`src/pmic_status_pkg.sv`:
```
// Package with register offsets, field layouts, reset values and link constants of the status bank.
package pmic_status_pkg;

    // Register offsets on the two-wire link.
    localparam logic [7:0] RAIL_POWER_GOOD_SECOND_OFFSET = 8'hb1;
    localparam logic [7:0] RAIL_REGULATION_FAULT_FIRST_OFFSET = 8'hb2;
    localparam logic [7:0] RAIL_REGULATION_FAULT_SECOND_OFFSET = 8'hb3;
    localparam logic [7:0] CRITICAL_TEMPERATURE_FLAGS_OFFSET = 8'hb4;

    // Reset values.
    localparam logic [7:0] RAIL_POWER_GOOD_SECOND_RESET = 8'h00;
    localparam logic [7:0] RAIL_REGULATION_FAULT_FIRST_RESET = 8'h00;
    localparam logic [7:0] RAIL_REGULATION_FAULT_SECOND_RESET = 8'h00;
    localparam logic [7:0] CRITICAL_TEMPERATURE_FLAGS_RESET = 8'h00;

    // Implemented field widths; the bits above read as zero.
    localparam int POWER_GOOD_WIDTH = 6;
    localparam int FAULT_FIRST_WIDTH = 8;
    localparam int FAULT_SECOND_WIDTH = 5;
    localparam int TEMPERATURE_WIDTH = 5;

    // Power-good bit positions.
    localparam int PG_FIVE_VOLT_REGULATOR_BIT = 5;
    localparam int PG_LINEAR_REGULATOR_A_ONE_BIT = 4;
    localparam int PG_TERMINATION_REGULATOR_BIT = 3;
    localparam int PG_SWITCH_B_TWO_BIT = 2;
    localparam int PG_SWITCH_B_ONE_BIT = 1;
    localparam int PG_LINEAR_REGULATOR_A_THREE_BIT = 0;

    // First fault register bit positions; step-down rails occupy bits 5 down to 0.
    localparam int F1_LINEAR_REGULATOR_A_TWO_BIT = 7;
    localparam int F1_SWITCH_A_ONE_BIT = 6;
    localparam int F1_STEP_DOWN_RAIL_SIX_BIT = 5;
    localparam int F1_STEP_DOWN_RAIL_ONE_BIT = 0;

    // Second fault register bit positions.
    localparam int F2_LINEAR_REGULATOR_A_ONE_BIT = 4;
    localparam int F2_TERMINATION_REGULATOR_BIT = 3;
    localparam int F2_SWITCH_B_TWO_BIT = 2;
    localparam int F2_SWITCH_B_ONE_BIT = 1;
    localparam int F2_LINEAR_REGULATOR_A_THREE_BIT = 0;

    // Critical temperature flag bit positions.
    localparam int REST_OF_DIE_OVERHEAT_FLAG_BIT = 4;
    localparam int TERMINATION_OVERHEAT_FLAG_BIT = 3;
    localparam int UPPER_RIGHT_OVERHEAT_FLAG_BIT = 2;
    localparam int UPPER_LEFT_OVERHEAT_FLAG_BIT = 1;
    localparam int LOWER_RIGHT_OVERHEAT_FLAG_BIT = 0;

    // Link constants.
    localparam logic [6:0] DEFAULT_DEVICE_ADDRESS = 7'h5e;
    localparam logic [7:0] UNMAPPED_READ_VALUE = 8'h00;
    localparam logic [3:0] BITS_PER_BYTE = 4'h8;

endpackage : pmic_status_pkg

```
`src/pmic_status_flag_registers.sv`:
```
// Status and fault flag register bank with its two-wire target port.
`timescale 1ns/1ps
module pmic_status_flag_registers #(
    parameter logic [6:0] DEVICE_ADDRESS = pmic_status_pkg::DEFAULT_DEVICE_ADDRESS
) (
    input wire logic clk,
    input wire logic rst,
    input wire logic scl,
    input wire logic sda_in,
    output logic sda_out,
    output logic sda_oe,
    input wire logic [pmic_status_pkg::POWER_GOOD_WIDTH-1:0] power_good,
    input wire logic [pmic_status_pkg::FAULT_FIRST_WIDTH-1:0] regulation_lost_first,
    input wire logic [pmic_status_pkg::FAULT_SECOND_WIDTH-1:0] regulation_lost_second,
    input wire logic [pmic_status_pkg::TEMPERATURE_WIDTH-1:0] over_critical_temperature
);

    typedef enum logic [8:0] {
        ST_IDLE = 9'b000000001,
        ST_ADDR = 9'b000000010,
        ST_ADDR_ACK = 9'b000000100,
        ST_PTR = 9'b000001000,
        ST_PTR_ACK = 9'b000010000,
        ST_WR_DATA = 9'b000100000,
        ST_WR_ACK = 9'b001000000,
        ST_RD_DATA = 9'b010000000,
        ST_RD_ACK = 9'b100000000
    } link_state_e;

    generate
        if (DEVICE_ADDRESS[6:3] == 4'h0 || DEVICE_ADDRESS[6:3] == 4'hf) begin : g_bad_addr
            $error("DEVICE_ADDRESS lies in a reserved two-wire address group");
        end
    endgenerate

    ////////////////////////////////////////////////////////////////////////////////
    // Link edge and condition detection.

    logic scl_reg;
    logic sda_reg;
    wire scl_rise = scl & ~scl_reg;
    wire scl_fall = ~scl & scl_reg;
    wire start_seen = scl & scl_reg & sda_reg & ~sda_in;
    wire stop_seen = scl & scl_reg & ~sda_reg & sda_in;

    always_ff @(posedge clk or posedge rst) begin
        if (rst) begin
            scl_reg <= 1'b1;
            sda_reg <= 1'b1;
        end else begin
            scl_reg <= scl;
            sda_reg <= sda_in;
        end
    end

    ////////////////////////////////////////////////////////////////////////////////
    // Target state machine.

    link_state_e state_reg;
    logic [7:0] shift_reg;
    logic [7:0] tx_reg;
    logic [3:0] count_reg;
    logic [7:0] pointer_reg;
    logic read_mode_reg;
    logic host_nack_reg;
    logic sda_oe_reg;
    logic [7:0] read_value;

    wire byte_done = (count_reg == pmic_status_pkg::BITS_PER_BYTE);
    wire address_match = (shift_reg[7:1] == DEVICE_ADDRESS);
    wire receiving = (state_reg == ST_ADDR) | (state_reg == ST_PTR) | (state_reg == ST_WR_DATA);
    wire write_fire = (state_reg == ST_WR_DATA) & scl_fall & byte_done;

    always_ff @(posedge clk or posedge rst) begin
        if (rst) begin
            state_reg <= ST_IDLE;
            shift_reg <= 8'h00;
            tx_reg <= 8'h00;
            count_reg <= 4'h0;
            pointer_reg <= 8'h00;
            read_mode_reg <= 1'b0;
            host_nack_reg <= 1'b0;
            sda_oe_reg <= 1'b0;
        end else if (start_seen) begin
            state_reg <= ST_ADDR;
            count_reg <= 4'h0;
            sda_oe_reg <= 1'b0;
        end else if (stop_seen) begin
            state_reg <= ST_IDLE;
            sda_oe_reg <= 1'b0;
        end else if (scl_rise) begin
            if (receiving && !byte_done) begin
                shift_reg <= {shift_reg[6:0], sda_in};
                count_reg <= count_reg + 4'h1;
            end
            if (state_reg == ST_RD_ACK) begin
                host_nack_reg <= sda_in;
            end
        end else if (scl_fall) begin
            case (state_reg)
                ST_ADDR: begin
                    if (byte_done) begin
                        count_reg <= 4'h0;
                        if (address_match) begin
                            state_reg <= ST_ADDR_ACK;
                            read_mode_reg <= shift_reg[0];
                            sda_oe_reg <= 1'b1;
                        end else begin
                            state_reg <= ST_IDLE;
                        end
                    end
                end
                ST_ADDR_ACK: begin
                    if (read_mode_reg) begin
                        state_reg <= ST_RD_DATA;
                        tx_reg <= read_value;
                        sda_oe_reg <= ~read_value[7];
                    end else begin
                        state_reg <= ST_PTR;
                        sda_oe_reg <= 1'b0;
                    end
                end
                ST_PTR: begin
                    if (byte_done) begin
                        pointer_reg <= shift_reg;
                        count_reg <= 4'h0;
                        state_reg <= ST_PTR_ACK;
                        sda_oe_reg <= 1'b1;
                    end
                end
                ST_PTR_ACK: begin
                    state_reg <= ST_WR_DATA;
                    sda_oe_reg <= 1'b0;
                end
                ST_WR_DATA: begin
                    if (byte_done) begin
                        count_reg <= 4'h0;
                        state_reg <= ST_WR_ACK;
                        sda_oe_reg <= 1'b1;
                    end
                end
                ST_WR_ACK: begin
                    pointer_reg <= pointer_reg + 8'h01;
                    state_reg <= ST_WR_DATA;
                    sda_oe_reg <= 1'b0;
                end
                ST_RD_DATA: begin
                    if (count_reg == 4'h7) begin
                        count_reg <= 4'h0;
                        pointer_reg <= pointer_reg + 8'h01;
                        state_reg <= ST_RD_ACK;
                        sda_oe_reg <= 1'b0;
                    end else begin
                        count_reg <= count_reg + 4'h1;
                        tx_reg <= {tx_reg[6:0], 1'b0};
                        sda_oe_reg <= ~tx_reg[6];
                    end
                end
                ST_RD_ACK: begin
                    if (host_nack_reg) begin
                        state_reg <= ST_IDLE;
                    end else begin
                        state_reg <= ST_RD_DATA;
                        tx_reg <= read_value;
                        sda_oe_reg <= ~read_value[7];
                    end
                end
                default: begin
                    state_reg <= ST_IDLE;
                    sda_oe_reg <= 1'b0;
                end
            endcase
        end
    end

    // The line is open drain: the target only ever pulls low.
    assign sda_out = 1'b0;
    assign sda_oe = sda_oe_reg;

    ////////////////////////////////////////////////////////////////////////////////
    // Register decode and flag storage.

    wire hit_pg = (pointer_reg == pmic_status_pkg::RAIL_POWER_GOOD_SECOND_OFFSET);
    wire hit_f1 = (pointer_reg == pmic_status_pkg::RAIL_REGULATION_FAULT_FIRST_OFFSET);
    wire hit_f2 = (pointer_reg == pmic_status_pkg::RAIL_REGULATION_FAULT_SECOND_OFFSET);
    wire hit_tc = (pointer_reg == pmic_status_pkg::CRITICAL_TEMPERATURE_FLAGS_OFFSET);

    // Only the implemented low bits take a clear, so reserved bits ignore writes.
    wire [pmic_status_pkg::FAULT_FIRST_WIDTH-1:0] clear_first =
        {pmic_status_pkg::FAULT_FIRST_WIDTH{write_fire & hit_f1}} & shift_reg;
    wire [pmic_status_pkg::FAULT_SECOND_WIDTH-1:0] clear_second =
        {pmic_status_pkg::FAULT_SECOND_WIDTH{write_fire & hit_f2}}
        & shift_reg[pmic_status_pkg::FAULT_SECOND_WIDTH-1:0];
    wire [pmic_status_pkg::TEMPERATURE_WIDTH-1:0] clear_temperature =
        {pmic_status_pkg::TEMPERATURE_WIDTH{write_fire & hit_tc}}
        & shift_reg[pmic_status_pkg::TEMPERATURE_WIDTH-1:0];

    logic [pmic_status_pkg::POWER_GOOD_WIDTH-1:0] power_good_reg;
    logic [pmic_status_pkg::FAULT_FIRST_WIDTH-1:0] fault_first;
    logic [pmic_status_pkg::FAULT_SECOND_WIDTH-1:0] fault_second;
    logic [pmic_status_pkg::TEMPERATURE_WIDTH-1:0] temperature_flags;

    // Live power-good view, refreshed every cycle and never written by the host.
    always_ff @(posedge clk or posedge rst) begin
        if (rst) begin
            power_good_reg <= pmic_status_pkg::RAIL_POWER_GOOD_SECOND_RESET[5:0];
        end else begin
            power_good_reg <= power_good;
        end
    end

    sticky_flag_bank #(
        .WIDTH(pmic_status_pkg::FAULT_FIRST_WIDTH)
    ) u_fault_first (
        .clk(clk),
        .rst(rst),
        .set_level(regulation_lost_first),
        .clear_pulse(clear_first),
        .flags(fault_first)
    );

    sticky_flag_bank #(
        .WIDTH(pmic_status_pkg::FAULT_SECOND_WIDTH)
    ) u_fault_second (
        .clk(clk),
        .rst(rst),
        .set_level(regulation_lost_second),
        .clear_pulse(clear_second),
        .flags(fault_second)
    );

    sticky_flag_bank #(
        .WIDTH(pmic_status_pkg::TEMPERATURE_WIDTH)
    ) u_temperature (
        .clk(clk),
        .rst(rst),
        .set_level(over_critical_temperature),
        .clear_pulse(clear_temperature),
        .flags(temperature_flags)
    );

    // Read selection; reserved upper bits and unmapped offsets read as zero.
    assign read_value =
        hit_pg ? {2'b00, power_good_reg} :
        hit_f1 ? fault_first :
        hit_f2 ? {3'b000, fault_second} :
        hit_tc ? {3'b000, temperature_flags} :
        pmic_status_pkg::UNMAPPED_READ_VALUE;

endmodule : pmic_status_flag_registers

```
`src/sticky_flag_bank.sv`:
```
// Bank of sticky event flags with write-one-to-clear and set priority.
`timescale 1ns/1ps
module sticky_flag_bank #(
    parameter int WIDTH = 8
) (
    input wire logic clk,
    input wire logic rst,
    input wire logic [WIDTH-1:0] set_level,
    input wire logic [WIDTH-1:0] clear_pulse,
    output logic [WIDTH-1:0] flags
);

    logic [WIDTH-1:0] flags_reg;
    logic [WIDTH-1:0] flags_next;

    generate
        if (WIDTH < 1 || WIDTH > 8) begin : g_bad_width
            $error("sticky_flag_bank width must lie between 1 and 8");
        end
    endgenerate

    // A cause present in the clearing cycle keeps the flag set.
    assign flags_next = set_level | (flags_reg & ~clear_pulse);

    always_ff @(posedge clk or posedge rst) begin
        if (rst) begin
            flags_reg <= '0;
        end else begin
            flags_reg <= flags_next;
        end
    end

    assign flags = flags_reg;

endmodule : sticky_flag_bank

```
`config.mk`:
```
export PLATFORM = sky130hd
export DESIGN_NAME = pmic_status_flag_registers
export DESIGN_NICKNAME = d
export VERILOG_FILES = /design/src/pmic_status_pkg.sv /design/src/pmic_status_flag_registers.sv /design/src/sticky_flag_bank.sv
export SDC_FILE = /design/constraint.sdc
export NUM_CORES = 1
export LEC_CHECK = 0
export ABC_AREA = 1
export BUFFER_PORTS_ARGS = -buffer_cell sky130_fd_sc_hd__buf_2
export CAP_MARGIN = 20
export CORE_MARGIN = 2
export CORE_UTILIZATION = 25
export DETAILED_ROUTE_END_ITERATION = 16
export SLEW_MARGIN = 15
export SYNTH_ARGS = -nofsm -noshare
export SYNTH_HDL_FRONTEND = slang
export SYNTH_SLANG_ARGS = --single-unit
```
`constraint.sdc`:
```
create_clock -name clk -period 6 [get_ports clk]
set_clock_uncertainty 0.2 [all_clocks]
set_input_delay 0.3 -clock clk [delete_from_list [all_inputs] [get_ports clk]]
set_output_delay 0.3 -clock clk [all_outputs]
set_load 0.03 [all_outputs]
```
# After elaboration in Yosys (flattened, before gate mapping)
# Cells that the tools add are included.
totals:
  regBits: 65
  input_bits: 28
  wordCells: 142
classes:
  n_addsub: 2
  eq_ne: 31
  n_mux: 42
  bitwise_logic: 35
  n_reduce_logical: 18
ops:
  columns: ["op", "n"]
  rows:
  - ["$mux W9", 8]
  - ["$pmux W9 S7", 1]
  - ["$mux W8", 6]
  - ["$eq A8 B8 Y1 const B", 4]
  - ["$mux W4", 7]
  - ["$ne A4 B4 Y1 const B", 6]
  - ["$pmux W8 S3", 1]
  - ["$mux W7", 3]
  - ["$pmux W7 S3", 1]
  - ["$and A5 B5 Y5", 4]
  - ["$and A8 B8 Y8", 2]
  - ["$reduce_and A7 Y1", 2]
  - ["$and A1 B1 Y1", 12]
  - ["$ne A2 B2 Y1 const B", 6]
  - ["$reduce_and A6 Y1", 2]
  - ["$reduce_bool A3 Y1", 4]
  - ["$mux W1", 10]
  - ["$mux W5", 2]
  - ["$not A5 Y5", 2]
  - ["$or A5 B5 Y5", 2]
  - ["$eq A9 B2 Y1 const B", 1]
  - ["$eq A9 B3 Y1 const B", 1]
  - ["$eq A9 B4 Y1 const B", 1]
  - ["$eq A9 B5 Y1 const B", 1]
  - ["other kinds (26)", 39]

# Logic depth before layout (Yosys ltp)
# Gate-level depths: netlist (run 1).
logic_depth:
  word_depth: 12
  depth_mapped: 13
  mapped_depth_nobuf: 12

# Modules after synthesis
# A second synthesis (run 1) with hierarchy kept.
hier_totals:
  cells_unflattened: 535
  hier_area_um2: 4022.6
modules_own_cells:
  columns: ["mod", "n_inst", "cells_per_inst", "area_each_um2", "seq_area_each_um2"]
  rows:
  - ["pmic_status_flag_registers", 1, 442, 3290.7, 1179.9]
  - ["sticky_flag_bank at u_fault_second ...", 2, 26, 203.9, 125.1]
  - ["sticky_flag_bank at u_fault_first", 1, 41, 324.1, 200.2]

# Least setup slack after synthesis (run 1)
# OpenSTA, ideal clock, no wires.
synth_path:
  path_kind: "reg2reg"
  from: "register scl_reg"
  to: "register state_reg[1]"
  arrival_ns: 1.626
  slack_ns: 4.049
  stages_incl_launch_ff: 12
  n_path_buf: 1
  synth_period_minus_slack_ns: 1.951
  cell_sequence: "dfstp_2 -> ha_1 -> nand3_2 -> nand2_2 -> nor2_1 -> nand2_1 -> nand2_1 -> nor2_2 -> nand2_4 -> buf_6 -> nand2_1 -> o21ai_1"
synth_between:
  elab_chain_len: 5
  word_cells_on_any_way: 17
synth_lines:
  columns: ["element", "line", "text"]
  rows:
  - ["start: declaration", "pmic_status_flag_registers.sv:39", "logic scl_reg;"]
  - ["start signal: assignment", "pmic_status_flag_registers.sv:51", "scl_reg <= scl;"]
  - ["$and A1 B1 Y1", "pmic_status_flag_registers.sv:43, pmic_status_flag_registers.sv:44", null]
  - ["$and A1 B1 Y1 (on tied branches) (2 in a row)", "pmic_status_flag_registers.sv:43, pmic_status_flag_registers.sv:44", null]
  - ["$ne A4 B4 Y1 (no source line), or another cell as far along", null, null]
  - ["$reduce_and A6 Y1 (no source line) or $mux W9 (tied branches)", null, null]
  - ["end signal: assignment", "pmic_status_flag_registers.sv:76", "state_reg <= ST_IDLE;"]
  - ["end signal: assignment", "pmic_status_flag_registers.sv:85", "state_reg <= ST_ADDR;"]
  - ["end signal: assignment", "pmic_status_flag_registers.sv:89", "state_reg <= ST_IDLE;"]
  - ["end: declaration", "pmic_status_flag_registers.sv:59", "link_state_e state_reg;"]
# Several ways; a longest one is shown, not always the timed one.
# A chain may end at the register's enable or synchronous reset.

# Final worst setup path (run 1)
layout_path:
  from: "input scl"
  to: "register state_reg[0]"
layout_between:
  elab_chain_len: 5
  word_cells_on_any_way: 17
layout_lines:
  columns: ["element", "line", "text"]
  rows:
  - ["start: declaration", "pmic_status_flag_registers.sv:8", "input wire logic scl,"]
  - ["$and A1 B1 Y1", "pmic_status_flag_registers.sv:43, pmic_status_flag_registers.sv:44", null]
  - ["$and A1 B1 Y1 (on tied branches) (2 in a row)", "pmic_status_flag_registers.sv:43, pmic_status_flag_registers.sv:44", null]
  - ["$ne A4 B4 Y1 (no source line), or another cell as far along", null, null]
  - ["$reduce_and A6 Y1 (no source line) or $mux W9 (tied branches)", null, null]
# Several ways; a longest one is shown, not always the timed one.

==> summary.md, run 1 <==
| Metric | Value |
|---|---|
| Number of max-cap violations | 0 |
| Storage cell area | 1630 sq um |
| DRC violations left | 0 |
| Power share of the clock group | 34.6% |
| Switching fraction of total power | 35.7% |
| Largest register FFs | 9 |
| NumNets Final | 587 |
| Overall track demand over capacity in global routing | 11.7% |
| Later-pin clock latency in the skew report | 0.34 ns |
| Clock tree from TritonCTS | built |
| Via density per instance | 4.31 |
| Drt first-iter violations | 154 |
| Final setup TNS | 0 ns |
| Wire length of the first global-routing pass | 15.1 mm |
| Post-placement cell count | 696 |
| Most frequent standard cell in the layout excluding fill and tap cells | sky130_fd_sc_hd__nand2_1 |
| EDFF count, synth | 0 |
| Largest net degree at the start of global routing | 66 |
| Post-detailed-placement half-perimeter wirelength | 6.13 mm |
| CP Data Required Time | 6.08 ns |
| Area growth from synthesis to layout | 24.4% |
| Via count of the first global-routing pass | 3103 |
| Biggest cell delay along the critical path | 0.53 ns |
| Kind of end point of the critical path | flop |
| Worst Setup SP | scl |
| Ys Warns | 0 |
| Number of buffers created by CTS | 9 |
| Crit path DAT | 2.36 ns |
| Number of inserted diodes | 0 |
| WL/cell | 11.6 um |
| Clock transition time at the flip-flop clock pins of the worst setup and hold paths | 0.06 ns |
| Total wire length after detailed routing | 8.58 mm |
| Layout cell share with drive strength beyond 1 | 16.4% |
| Ys async rst share | 100% |
| Unrepaired setup endpoints after global routing | no |
| Worst r2r dst | state_reg[0]$_DFFE_PP1P_ |
| Internal Pwr Total | 1000 uW |
| Count of fill cells added during filler insertion | 1556 |
| Worst hold path type | input port to async pin |
| Run status | finished clean |
| Portion of total power attributed to combinational logic | 28.5% |
| Port Buffer Count | 28 |
| Maximum count of clock buffers along a single path | 2 |
| Final Worst Setup Slack | 3.73 ns |
| DR pass1 iterations | 7 |
| Utilization of the core after routing | 31.7% |
| FF-to-FF setup slack | 3.83 ns |
| CORE AREA | 14400 sq um |
| P_sw | 558 uW |
| Upper clock frequency limit | 0.440 GHz |
| I/O pin count | 30 |
| Register bit count reported by yosys | 65 |
| Initial antenna violation count | 0 |
| Startpoint type of the worst setup path | input port |
| Actual slew at the worst max-slew pin | 0.804 ns |
| Vertical die dimension | 125 um |
| Routability cong. | 0.867 |
| Pwr dens | 342 nW/um^2 |
| Antenna violation net count after detailed routing | 0 |
| Post-route minimum period | 2.27 ns |
| GRT Residual Overflow | 0 |
| Synthesized area | 3670 sq um |
| Sequential cell area fraction in the yosys report | 44.4% |
| Setup Slack @ Placement | 3.87 ns |
| Distinct cell type count of the synthesized netlist | 38 |
| End point of the critical path | state_reg[0]$_DFFE_PP1P_ |
| Type of the worst setup path | input port to flop |
| Number of non-filler instances in the completed layout | 738 |
| Multi-input gate area | 1720 sq um |
| Average cell area after synthesis | 7.51 sq um |
| Critical Path Fanout Max | 17 |
| Most frequent cell on the critical path | sky130_fd_sc_hd__nand2_1 |
| Headroom to the max-slew limit | 46.4% |
| Post-Syn Nets | 527 |
| Part of the total power dissipated in sequential elements | 36.9% |
| Maximum level of the CTS H-tree | 3 |
| Total via count after detailed routing | 3179 |
| Commonest cells after routing, fill and taps aside | sky130_fd_sc_hd__nand2_1, sky130_fd_sc_hd__dfrtp_1, sky130_fd_sc_hd__nor2_1 |
| Total clock sinks | 65 |
| Number of instances in the synthesized netlist | 489 |
| Root buffer selected by CTS | sky130_fd_sc_hd__clkbuf_16 |
| Final cycle utilization of the critical path | 37.9% |
| Initial core utilization | 25.5% |
| Critical R2R Launch | scl_reg$_DFF_PP1_ |
| Die span in x | 125 um |
| Dominant synthesized flop cell | sky130_fd_sc_hd__dfrtp_1 |
| Final slew viol count | 0 |
| Die outline area | 15700 sq um |
| Number of hold-slack violations in the final timing report | 0 |
| Resize count post-CTS | 0 |
| Slowest library cell on the worst path | sky130_fd_sc_hd__dlygate4sd3_1 |
| Worst ir drop on vdd | 164 uV |
| Number of cells on the worst reg-to-reg path | 11 |
| Setup violators final | 0 |
| Rows | 44 |
| Cell Chain, Critical Path | dlygate4sd3_1 > buf_2 > ha_1 > nand3_2 > nand2_2 > nor2_1 > nand2_1 > nand2_1 > nor2_2 > nand2_4 > nor2_1 > nand2_1 > nand2_1 |
| Leakage power | 0.00221 uW |
## how the worst min path moves through the flow
stage / start / to / slack [ns]
3_5_place_dp: power_good[2] / power_good_reg[2]$_DFF_PP0_ / 0.21
6_report: rst / count_reg[0]$_DFFE_PP0P_ / 0.002
5_1_grt: rst / count_reg[2]$_DFFE_PP0P_ / 0.07
2_1_floorplan: scl / scl_reg$_DFF_PP1_ / 0.10
3_3_place_gp: power_good[2] / power_good_reg[2]$_DFF_PP0_ / 0.21
4_1_cts: rst / count_reg[0]$_DFFE_PP0P_ / 0.04
## cells by family (layout without fill, tap and decap cells)
kind of cell               after synthesis  count (layout)  synth area share, %
AOI/OAI and AO/OA                       60              60                 8.79
xor gates and xnor gates                 8               8                 1.91
muxes                                    1               1                0.272
other                                    1               1                0.102
buffers and inverters                   79             144                 8.79
adders and majority gates               10              10                 3.41
and+or+nand+nor                        265             265                 32.4
DFF                                     65              65                 44.4
## stage by stage
step	power (uW)	hold slack, ns	cell area, sq um
detailed placement	1020	0.209	4010
global route	1670	0.0691	4570
finish	1560	0.00223	4570
global placement	1010	0.209	4010
CTS	1570	0.0377	4570
floorplan	920	0.104	3670
## critical path, delay by kind of cell
family,cells,cell delay (ns)
adder cells (fa/ha/maj),1,0.23
buffers and inverters,2,0.69
AND/OR/NAND/NOR,10,1.14
## per-layer routing
layer  part of all wire [%]  wire length, um  vias up  GRT usage (%)
met2                     47             4070       69           19.6
li1                       -                -     1648              -
met5                      0                0        -              0
met1                     47             4030     1447           15.1
met3                    3.5              302       15           2.31
met4                    2.0              170        0           4.25
## synth_stat cells, types with 4 or more instances
cell                      count  share of area (%)
sky130_fd_sc_hd__o21ai_0     41                5.6
sky130_fd_sc_hd__nand4_1      6                1.0
sky130_fd_sc_hd__nor2_1      61                6.2
sky130_fd_sc_hd__inv_1       61                6.2
sky130_fd_sc_hd__nand2_1    131                 13
sky130_fd_sc_hd__inv_2       11                1.1
sky130_fd_sc_hd__o21ai_1      8                1.1
sky130_fd_sc_hd__dfrtp_1     62                 42
sky130_fd_sc_hd__nor2_2       7                1.2
sky130_fd_sc_hd__xor2_1       7                1.7
sky130_fd_sc_hd__nand3_1     36                4.9
sky130_fd_sc_hd__nand2_2      8                1.4
sky130_fd_sc_hd__ha_1        10                3.4
sky130_fd_sc_hd__nand3_2      4                1.1
## what timing repair did
item / 4_1_cts / 5_1_grt
endpoints found under the hold margin: 26 / 0
setup buffers: 0 / 0
hold buffers: 26 / 0
## power groups by stage
stage	registers, uW	logic, uW	clock network, uW
2_1_floorplan	573	347	0
3_3_place_gp	585	429	0
3_5_place_dp	584	434	0
4_1_cts	577	448	547
5_1_grt	589	509	570
6_report	577	444	540
## cell type report
type                            count  area share [%]
Clock buffer                       10            5.23
Clock inverter                      6            1.45
Inverter                           73            6.05
Multi-Input combinational cell    345            37.6
Sequential cell                    65            35.7
Tap cell                          184            5.04
Timing Repair Buffer               55            8.92
(Power assumes the default switching activity.)
==> run 2, diff against run 1 <==
--- a/config.mk
+++ b/config.mk
@@ -5,7 +5,7 @@
 export SDC_FILE = /design/constraint.sdc
 export NUM_CORES = 1
 export LEC_CHECK = 0
-export ABC_AREA = 1
+export ABC_AREA = 0
 export BUFFER_PORTS_ARGS = -buffer_cell sky130_fd_sc_hd__buf_2
 export CAP_MARGIN = 20
 export CORE_MARGIN = 2
==> constraint.sdc (replaced) <==
create_clock -name clk -period 1.8 [get_ports clk]
set_clock_uncertainty 0.2 [all_clocks]
set_input_delay 0.09 -clock clk [delete_from_list [all_inputs] [get_ports clk]]
set_output_delay 0.09 -clock clk [all_outputs]
set_load 0.03 [all_outputs]
==> summary.md, run 2 <==
| Metric | Value |
|---|---|
| Run status | finished, violations left |
| Violated checks | negative setup slack |
| Dominant synthesized flop cell | sky130_fd_sc_hd__dfrtp_1 |
| Largest register FFs | 9 |
| Headroom to the max-slew limit | 67.2% |
| Antenna violation net count after detailed routing | 0 |
| Dominant cell by count in the synthesized netlist | sky130_fd_sc_hd__dfrtp_1 |
| Post-Syn Nets | 429 |
| Most frequent cells after synthesis | sky130_fd_sc_hd__dfrtp_1, sky130_fd_sc_hd__nand2_1, sky130_fd_sc_hd__a21oi_1 |
| Top delay family on crit path | simple AND/OR/NAND/NOR gates |
| Clock transition time at the flip-flop clock pins of the worst setup and hold paths | 0.06 ns |
| Rows | 44 |
| Number of inserted diodes | 0 |
| Ys Warns | 0 |
| Highest layer used for signal routing | met4 |
| Total wire length after detailed routing | 10.6 mm |
| Distinct cell type count of the synthesized netlist | 64 |
| Actual slew at the worst max-slew pin | 0.487 ns |
| Part of the total power dissipated in sequential elements | 39.9% |
| Layout cell share with drive strength beyond 1 | 43.1% |
| Initial antenna violation count | 0 |
| Leakage power | 0.00245 uW |
| Post-route minimum period | 2.34 ns |
| Clock tree from TritonCTS | built |
| Critical Path Fanout Max | 7 |
| Number of cells on the worst reg-to-reg path | 6 |
| Via density per instance | 4.86 |
| Power share of the clock group | 44.6% |
| Final cycle utilization of the critical path | 130% |
| Setup Slack @ Placement | -0.535 ns |
| GRT Residual Overflow | 0 |
| Internal Pwr Total | 2980 uW |
| Vertical die dimension | 126 um |
| Initial core utilization | 25.6% |
| Switching fraction of total power | 25.2% |
| Slowest library cell on the worst path | sky130_fd_sc_hd__or4_4 |
| Area contributors post-synth | sky130_fd_sc_hd__dfrtp_1, sky130_fd_sc_hd__nand2_1, sky130_fd_sc_hd__a21o_1 |
| Unrepaired setup endpoints after global routing | yes |
| Wire length of the first global-routing pass | 17.2 mm |
| Cell Chain, Critical Path | or4_4 > or3_4 > o211ai_2 > o211ai_4 > o21ai_2 > o41ai_2 |
| Kind of end point of the critical path | flop |
| Sequential cell area fraction in the yosys report | 43.8% |
| Total via count after detailed routing | 3568 |
| EDFF count, synth | 0 |
| DRC violations left | 0 |
| Largest net degree at the start of global routing | 66 |
| Setup violators final | 57 |
| Die outline area | 15900 sq um |
| CORE AREA | 14500 sq um |
| Number of non-filler instances in the completed layout | 734 |
| Final Worst Setup Slack | -0.537 ns |
| NumNets Final | 584 |
| Crit path DAT | 2.34 ns |
| DR pass1 iterations | 4 |
| Wire length on met3 | 300 um |
| Number of buffers created by CTS | 9 |
| FF-to-FF setup slack | -0.54 ns |
| Drt first-iter violations | 214 |
| Number of max-cap violations | 0 |
| Met2 Routed Length | 5.24 mm |
| Via count of the first global-routing pass | 3522 |
| Upper clock frequency limit | 0.428 GHz |
| Maximum count of clock buffers along a single path | 2 |
| CP Data Required Time | 1.80 ns |
| Post-placement cell count | 675 |
| Post-detailed-placement half-perimeter wirelength | 7.22 mm |
| Portion of total power attributed to combinational logic | 15.5% |
| Maximum level of the CTS H-tree | 3 |
| Synthesized area | 3720 sq um |
| Startpoint type of the worst setup path | flop |
| Final setup TNS | -24.43 ns |
| Yosys top cell by area | sky130_fd_sc_hd__dfrtp_1 |
| Final slew viol count | 0 |
| Worst hold path stage count | 5 |
| Routability cong. | 0.877 |
| Root buffer selected by CTS | sky130_fd_sc_hd__clkbuf_16 |
| Number of hold-slack violations in the final timing report | 0 |
| Pwr dens | 691 nW/um^2 |
| WL/cell | 14.5 um |
| Average cell area after synthesis | 9.52 sq um |
| Later-pin clock latency in the skew report | 0.33 ns |
| P_sw | 1000 uW |
| WL met1 | 4.92 mm |
| Overall track demand over capacity in global routing | 13.2% |
| Most frequent standard cell in the layout excluding fill and tap cells | sky130_fd_sc_hd__buf_4 |
| Area growth from synthesis to layout | 55.0% |
| Ys async rst share | 100% |
| Proportion of netlist area held by the largest area contributor | 41.7% |
| Die span in x | 126 um |
| Total clock sinks | 65 |
| Buffers plus inverters on the worst setup path | 0 |
| Type of the worst setup path | flop to flop |
| Number of instances in the synthesized netlist | 391 |
| Commonest cells after routing, fill and taps aside | sky130_fd_sc_hd__buf_4, sky130_fd_sc_hd__dfrtp_1, sky130_fd_sc_hd__nand2_1 |
| I/O pin count | 30 |
| Worst ir drop on vdd | 637 uV |
| Path length in cells of the critical path | 6 |
| Register bit count reported by yosys | 65 |
| Biggest cell delay along the critical path | 0.62 ns |
| Worst hold path type | input port to flop |
| Port Buffer Count | 28 |
## run 2: changes by cell type in the layout (fill, tap and decap cells not counted), moves of 15 or more
cell | previous run | this run
sky130_fd_sc_hd__nor2_1 | 61 | 16
sky130_fd_sc_hd__buf_4 | 1 | 95
sky130_fd_sc_hd__inv_1 | 60 | 11
sky130_fd_sc_hd__o21ai_0 | 41 | 17
sky130_fd_sc_hd__nand3_1 | 36 | 18
sky130_fd_sc_hd__nand2_1 | 131 | 50
sky130_fd_sc_hd__a21o_1 | 0 | 21
sky130_fd_sc_hd__a21oi_1 | 3 | 18
## run 2: final cells by class
cell class	count	area (sq um)
fill	1439	8760
multi-input combinational	292	2230
sequential	65	1630
timing repair buffer	166	1330
clock buffer	12	256
tap	184	230
inverter	12	48.8
clock inverter	3	40.0
## run 2: path summary, 6_finish.rpt
| kind | from | endpoint |
|---|---|---|
| setup / recovery | state_reg[3]$_DFFE_PP0P_ | count_reg[3]$_DFFE_PP0P_ |
| hold / removal | sda_in | tx_reg[5]$_DFFE_PP0P_ |
| setup reg to reg | state_reg[3]$_DFFE_PP0P_ | count_reg[3]$_DFFE_PP0P_ |
| hold reg to reg | u_fault_first.flags[5]$_DFF_PP0_ | u_fault_first.flags[5]$_DFF_PP0_ |
| max in group asynchronous | rst | scl_reg$_DFF_PP1_ |
| min in group asynchronous | rst | sda_oe$_DFFE_PP0P_ |
## run 2: logic make-up (layout without fill, tap and decap cells)
kind of cell	Yosys count	count (layout)	synth area share (%)
DFF	65	65	43.8
AOI/OAI and AO/OA	111	112	20.4
and+or+nand+nor	151	151	22.5
other	1	1	0.101
buffers and inverters	35	193	4.84
muxes	12	12	3.60
xor gates and xnor gates	6	6	1.41
adders and majority gates	10	10	3.36
## run 2: routing by layer
metal | global-route usage [%] | vias to the layer above
met1 | 17.6 | 1762
li1 | - | 1727
met2 | 21.3 | 64
met3 | 2.42 | 15
met5 | 0 | -
met4 | 4.85 | 0
## run 2: per-stage QoR
step                instance area (sq um)  hold slack (ns)  utilization, %  total power [uW]
finish                               5770            0.130            39.7              3990
global route                         5770            0.140            39.7              4140
CTS                                  5560            0.137            38.2              3960
detailed placement                   4750        -0.000258            32.7              2090
global placement                     4750         -0.00133            32.7              2080
floorplan                            3780           -0.106               -              1860
## run 2: worst register-to-register path: stages, from the launching register on
cell                       delay (ns)
sky130_fd_sc_hd__dfrtp_1         0.39
sky130_fd_sc_hd__or4_4           0.62
sky130_fd_sc_hd__or3_4           0.44
sky130_fd_sc_hd__o211ai_2        0.12
sky130_fd_sc_hd__o211ai_4        0.17
sky130_fd_sc_hd__o21ai_2         0.19
sky130_fd_sc_hd__o41ai_2         0.08
## run 2: what timing repair did
action / CTS / global route
hold endpoints to repair: 92 / 0
setup endpoints to repair: 57 / 57
setup buffers: 7 / 8
hold buffers: 28 / 0
gates cloned: 0 / 1
gates resized for setup: 42 / 32
pin swaps: 16 / 13
## run 2: power by group through the flow
stage	combinational, uW	sequential (uW)	clock [uW]
floorplan	260	1600	0
global placement	473	1600	0
detailed placement	481	1610	0
CTS	577	1590	1790
global route	668	1600	1870
finish	618	1590	1780
==> run 3, diff against run 2 <==
--- a/config.mk
+++ b/config.mk
@@ -5,9 +5,10 @@
 export SDC_FILE = /design/constraint.sdc
 export NUM_CORES = 1
 export LEC_CHECK = 0
-export ABC_AREA = 0
+export ABC_AREA = 1
 export BUFFER_PORTS_ARGS = -buffer_cell sky130_fd_sc_hd__buf_2
 export CAP_MARGIN = 20
+export CORE_ASPECT_RATIO = 1.5
 export CORE_MARGIN = 2
 export CORE_UTILIZATION = 25
 export DETAILED_ROUTE_END_ITERATION = 16
==> summary.md, run 3 (synthesized netlist as in run 1, its figures left out) <==
| Metric | Value |
|---|---|
| Run status | finished, violations left |
| Total via count after detailed routing | 3521 |
| Final setup TNS | -3.37 ns |
| Number of max-cap violations | 0 |
| Rows | 54 |
| End point of the critical path | u_fault_first.flags[5]$_DFF_PP0_ |
| Cell Chain, Critical Path | inv_1 > ha_2 > nand2_2 > nor2_4 > nand2_2 > nor2_4 > nand2_4 > o21ai_1 > nand2_1 |
| Root buffer selected by CTS | sky130_fd_sc_hd__clkbuf_16 |
| Worst r2r dst | u_fault_first.flags[5]$_DFF_PP0_ |
| Largest register FFs | 9 |
| Worst Setup SP | count_reg[0]$_DFFE_PP0P_ |
| Post-detailed-placement half-perimeter wirelength | 7.23 mm |
| Final slew viol count | 0 |
| Largest net degree at the start of global routing | 44 |
| Utilization of the core after routing | 38.4% |
| I/O pin count | 30 |
| Pwr dens | 1090 nW/um^2 |
| Via count of the first global-routing pass | 3556 |
| Top delay family on crit path | simple AND/OR/NAND/NOR gates |
| Final cycle utilization of the critical path | 108% |
| Layout cell share with drive strength beyond 1 | 36.7% |
| Clock transition time at the flip-flop clock pins of the worst setup and hold paths | 0.06 ns |
| WL/cell | 12.7 um |
| Buffers plus inverters on the worst setup path | 1 |
| Number of inserted diodes | 0 |
| Post-DP Area | 4460 sq um |
| Unrepaired setup endpoints after global routing | yes |
| DRC violations left | 0 |
| Drt first-iter violations | 112 |
| NumNets Final | 651 |
| Die span in x | 103 um |
| Setup violators final | 45 |
| Type of the worst setup path | flop to flop |
| Post-route minimum period | 1.94 ns |
| Initial antenna violation count | 0 |
| Final Worst Setup Slack | -0.135 ns |
| Crit path DAT | 1.97 ns |
| Maximum level of the CTS H-tree | 3 |
| Routability cong. | 0.830 |
| GRT Residual Overflow | 0 |
| Die outline area | 15700 sq um |
| Maximum count of clock buffers along a single path | 2 |
| Antenna violation net count after detailed routing | 0 |
| Path length in cells of the critical path | 9 |
| Violated checks | negative setup slack |
| Slowest library cell on the worst path | sky130_fd_sc_hd__dfrtp_1 |
| CP Data Required Time | 1.83 ns |
| Initial core utilization | 25.4% |
| Area growth from synthesis to layout | 51.2% |
| DR pass1 iterations | 4 |
| Commonest cells after routing, fill and taps aside | sky130_fd_sc_hd__nand2_1, sky130_fd_sc_hd__dfrtp_1, sky130_fd_sc_hd__inv_1 |
| Kind of end point of the critical path | flop |
| Clock tree from TritonCTS | built |
| FF-to-FF setup slack | -0.14 ns |
| Via density per instance | 4.33 |
| Number of hold-slack violations in the final timing report | 0 |
| CORE AREA | 14500 sq um |
| Overall track demand over capacity in global routing | 13.9% |
| Final worst hold slack | 0.0358 ns |
| Number of cells on the worst reg-to-reg path | 9 |
| Total clock sinks | 65 |
| Leakage power | 0.00264 uW |
| Total wire length after detailed routing | 10.3 mm |
| Final design area excluding fillers | 5550 sq um |
| Worst hold path type | input port to async pin |
| Critical R2R Launch | count_reg[0]$_DFFE_PP0P_ |
| Critical Path Fanout Max | 8 |
| Vertical die dimension | 152 um |
| Most frequent standard cell in the layout excluding fill and tap cells | sky130_fd_sc_hd__nand2_1 |
| Port Buffer Count | 28 |
| Startpoint type of the worst setup path | flop |
| Worst ir drop on vdd | 515 uV |
| Later-pin clock latency in the skew report | 0.34 ns |
| Wire length of the first global-routing pass | 16.7 mm |
| Biggest cell delay along the critical path | 0.40 ns |
| Number of buffers created by CTS | 9 |
| Upper clock frequency limit | 0.517 GHz |
==> run 3: cell count changes in the layout (fill, tap and decap cells not counted), sizes merged, moves of 5 or more <==
cell	delta
nand2	+91
inv	+65
nor2	+52
buf	-50
nand3	+23
a21oi	-22
a21o	-21
o21ai	+18
mux2	-11
and3	-8
o41ai	-7
nor2b	-6
nor3	-6
nor4	-5
==> run 3: power by group <==
| group | switching [uW] | internal (uW) | total (uW) |
|---|---|---|---|
| combinational | 1320 | 995 | 2310 |
| sequential | 192 | 1720 | 1910 |
| clock | 738 | 1100 | 1840 |
| total | 2250 | 3810 | 6060 |
==> run 3: worst min path at each step <==
stage                     from                        to  slack (ns)  cells past startpoint
final                      rst  count_reg[0]$_DFFE_PP0P_        0.04                      3
after global routing       rst  count_reg[0]$_DFFE_PP0P_        0.07                      3
after CTS                  rst  count_reg[0]$_DFFE_PP0P_        0.04                      3
after detailed placement   rst  count_reg[0]$_DFFE_PP0P_       -0.14                      2
after global placement     rst  count_reg[0]$_DFFE_PP0P_       -0.14                      2
after floorplan            scl         scl_reg$_DFF_PP1_       -0.11                      0
==> run 3: worst register-to-register path: stages, from the launching register on <==
cell and delay, ns:
sky130_fd_sc_hd__dfrtp_1 0.40, sky130_fd_sc_hd__inv_1 0.07, sky130_fd_sc_hd__ha_2 0.17, sky130_fd_sc_hd__nand2_2 0.07
sky130_fd_sc_hd__nor2_4 0.17, sky130_fd_sc_hd__nand2_2 0.11, sky130_fd_sc_hd__nor2_4 0.26, sky130_fd_sc_hd__nand2_4 0.15
sky130_fd_sc_hd__o21ai_1 0.17, sky130_fd_sc_hd__nand2_1 0.06
==> run 3: layout make-up <==
class,instances,area (sq um)
sequential,65,1630
clock inverter,7,83.8
multi-input combinational,348,2120
tap,196,245
inverter,73,298
clock buffer,9,225
fill,1456,8910
timing repair buffer,116,943
==> run 3: what timing repair did <==
action / in CTS / in global routing
gates resized for setup: 57 / 74
endpoints found under the setup margin: 57 / 57
setup buffers: 8 / 4
cloned: 2 / 1
hold buffers: 28 / 0
pin swaps: 23 / 26
hold endpoints to repair: 90 / 0
==> run 3: per-stage QoR <==
stage,setup WS (ns),total power [uW],std cells
final,-0.135,6060,814
after global routing,-0.223,6430,814
after CTS,-0.0980,5900,810
after detailed placement,-0.237,3750,756
after global placement,-0.208,3730,756
after floorplan,-0.0644,3070,489
==> run 3: metal layers <==
layer	vias to the layer above	track usage, %	part of all wire (%)
met1	1659	14.4	37
met3	22	2.80	2.3
met4	0	7.33	3.7
met2	48	25.2	57
met5	-	0	0
li1	1792	-	-
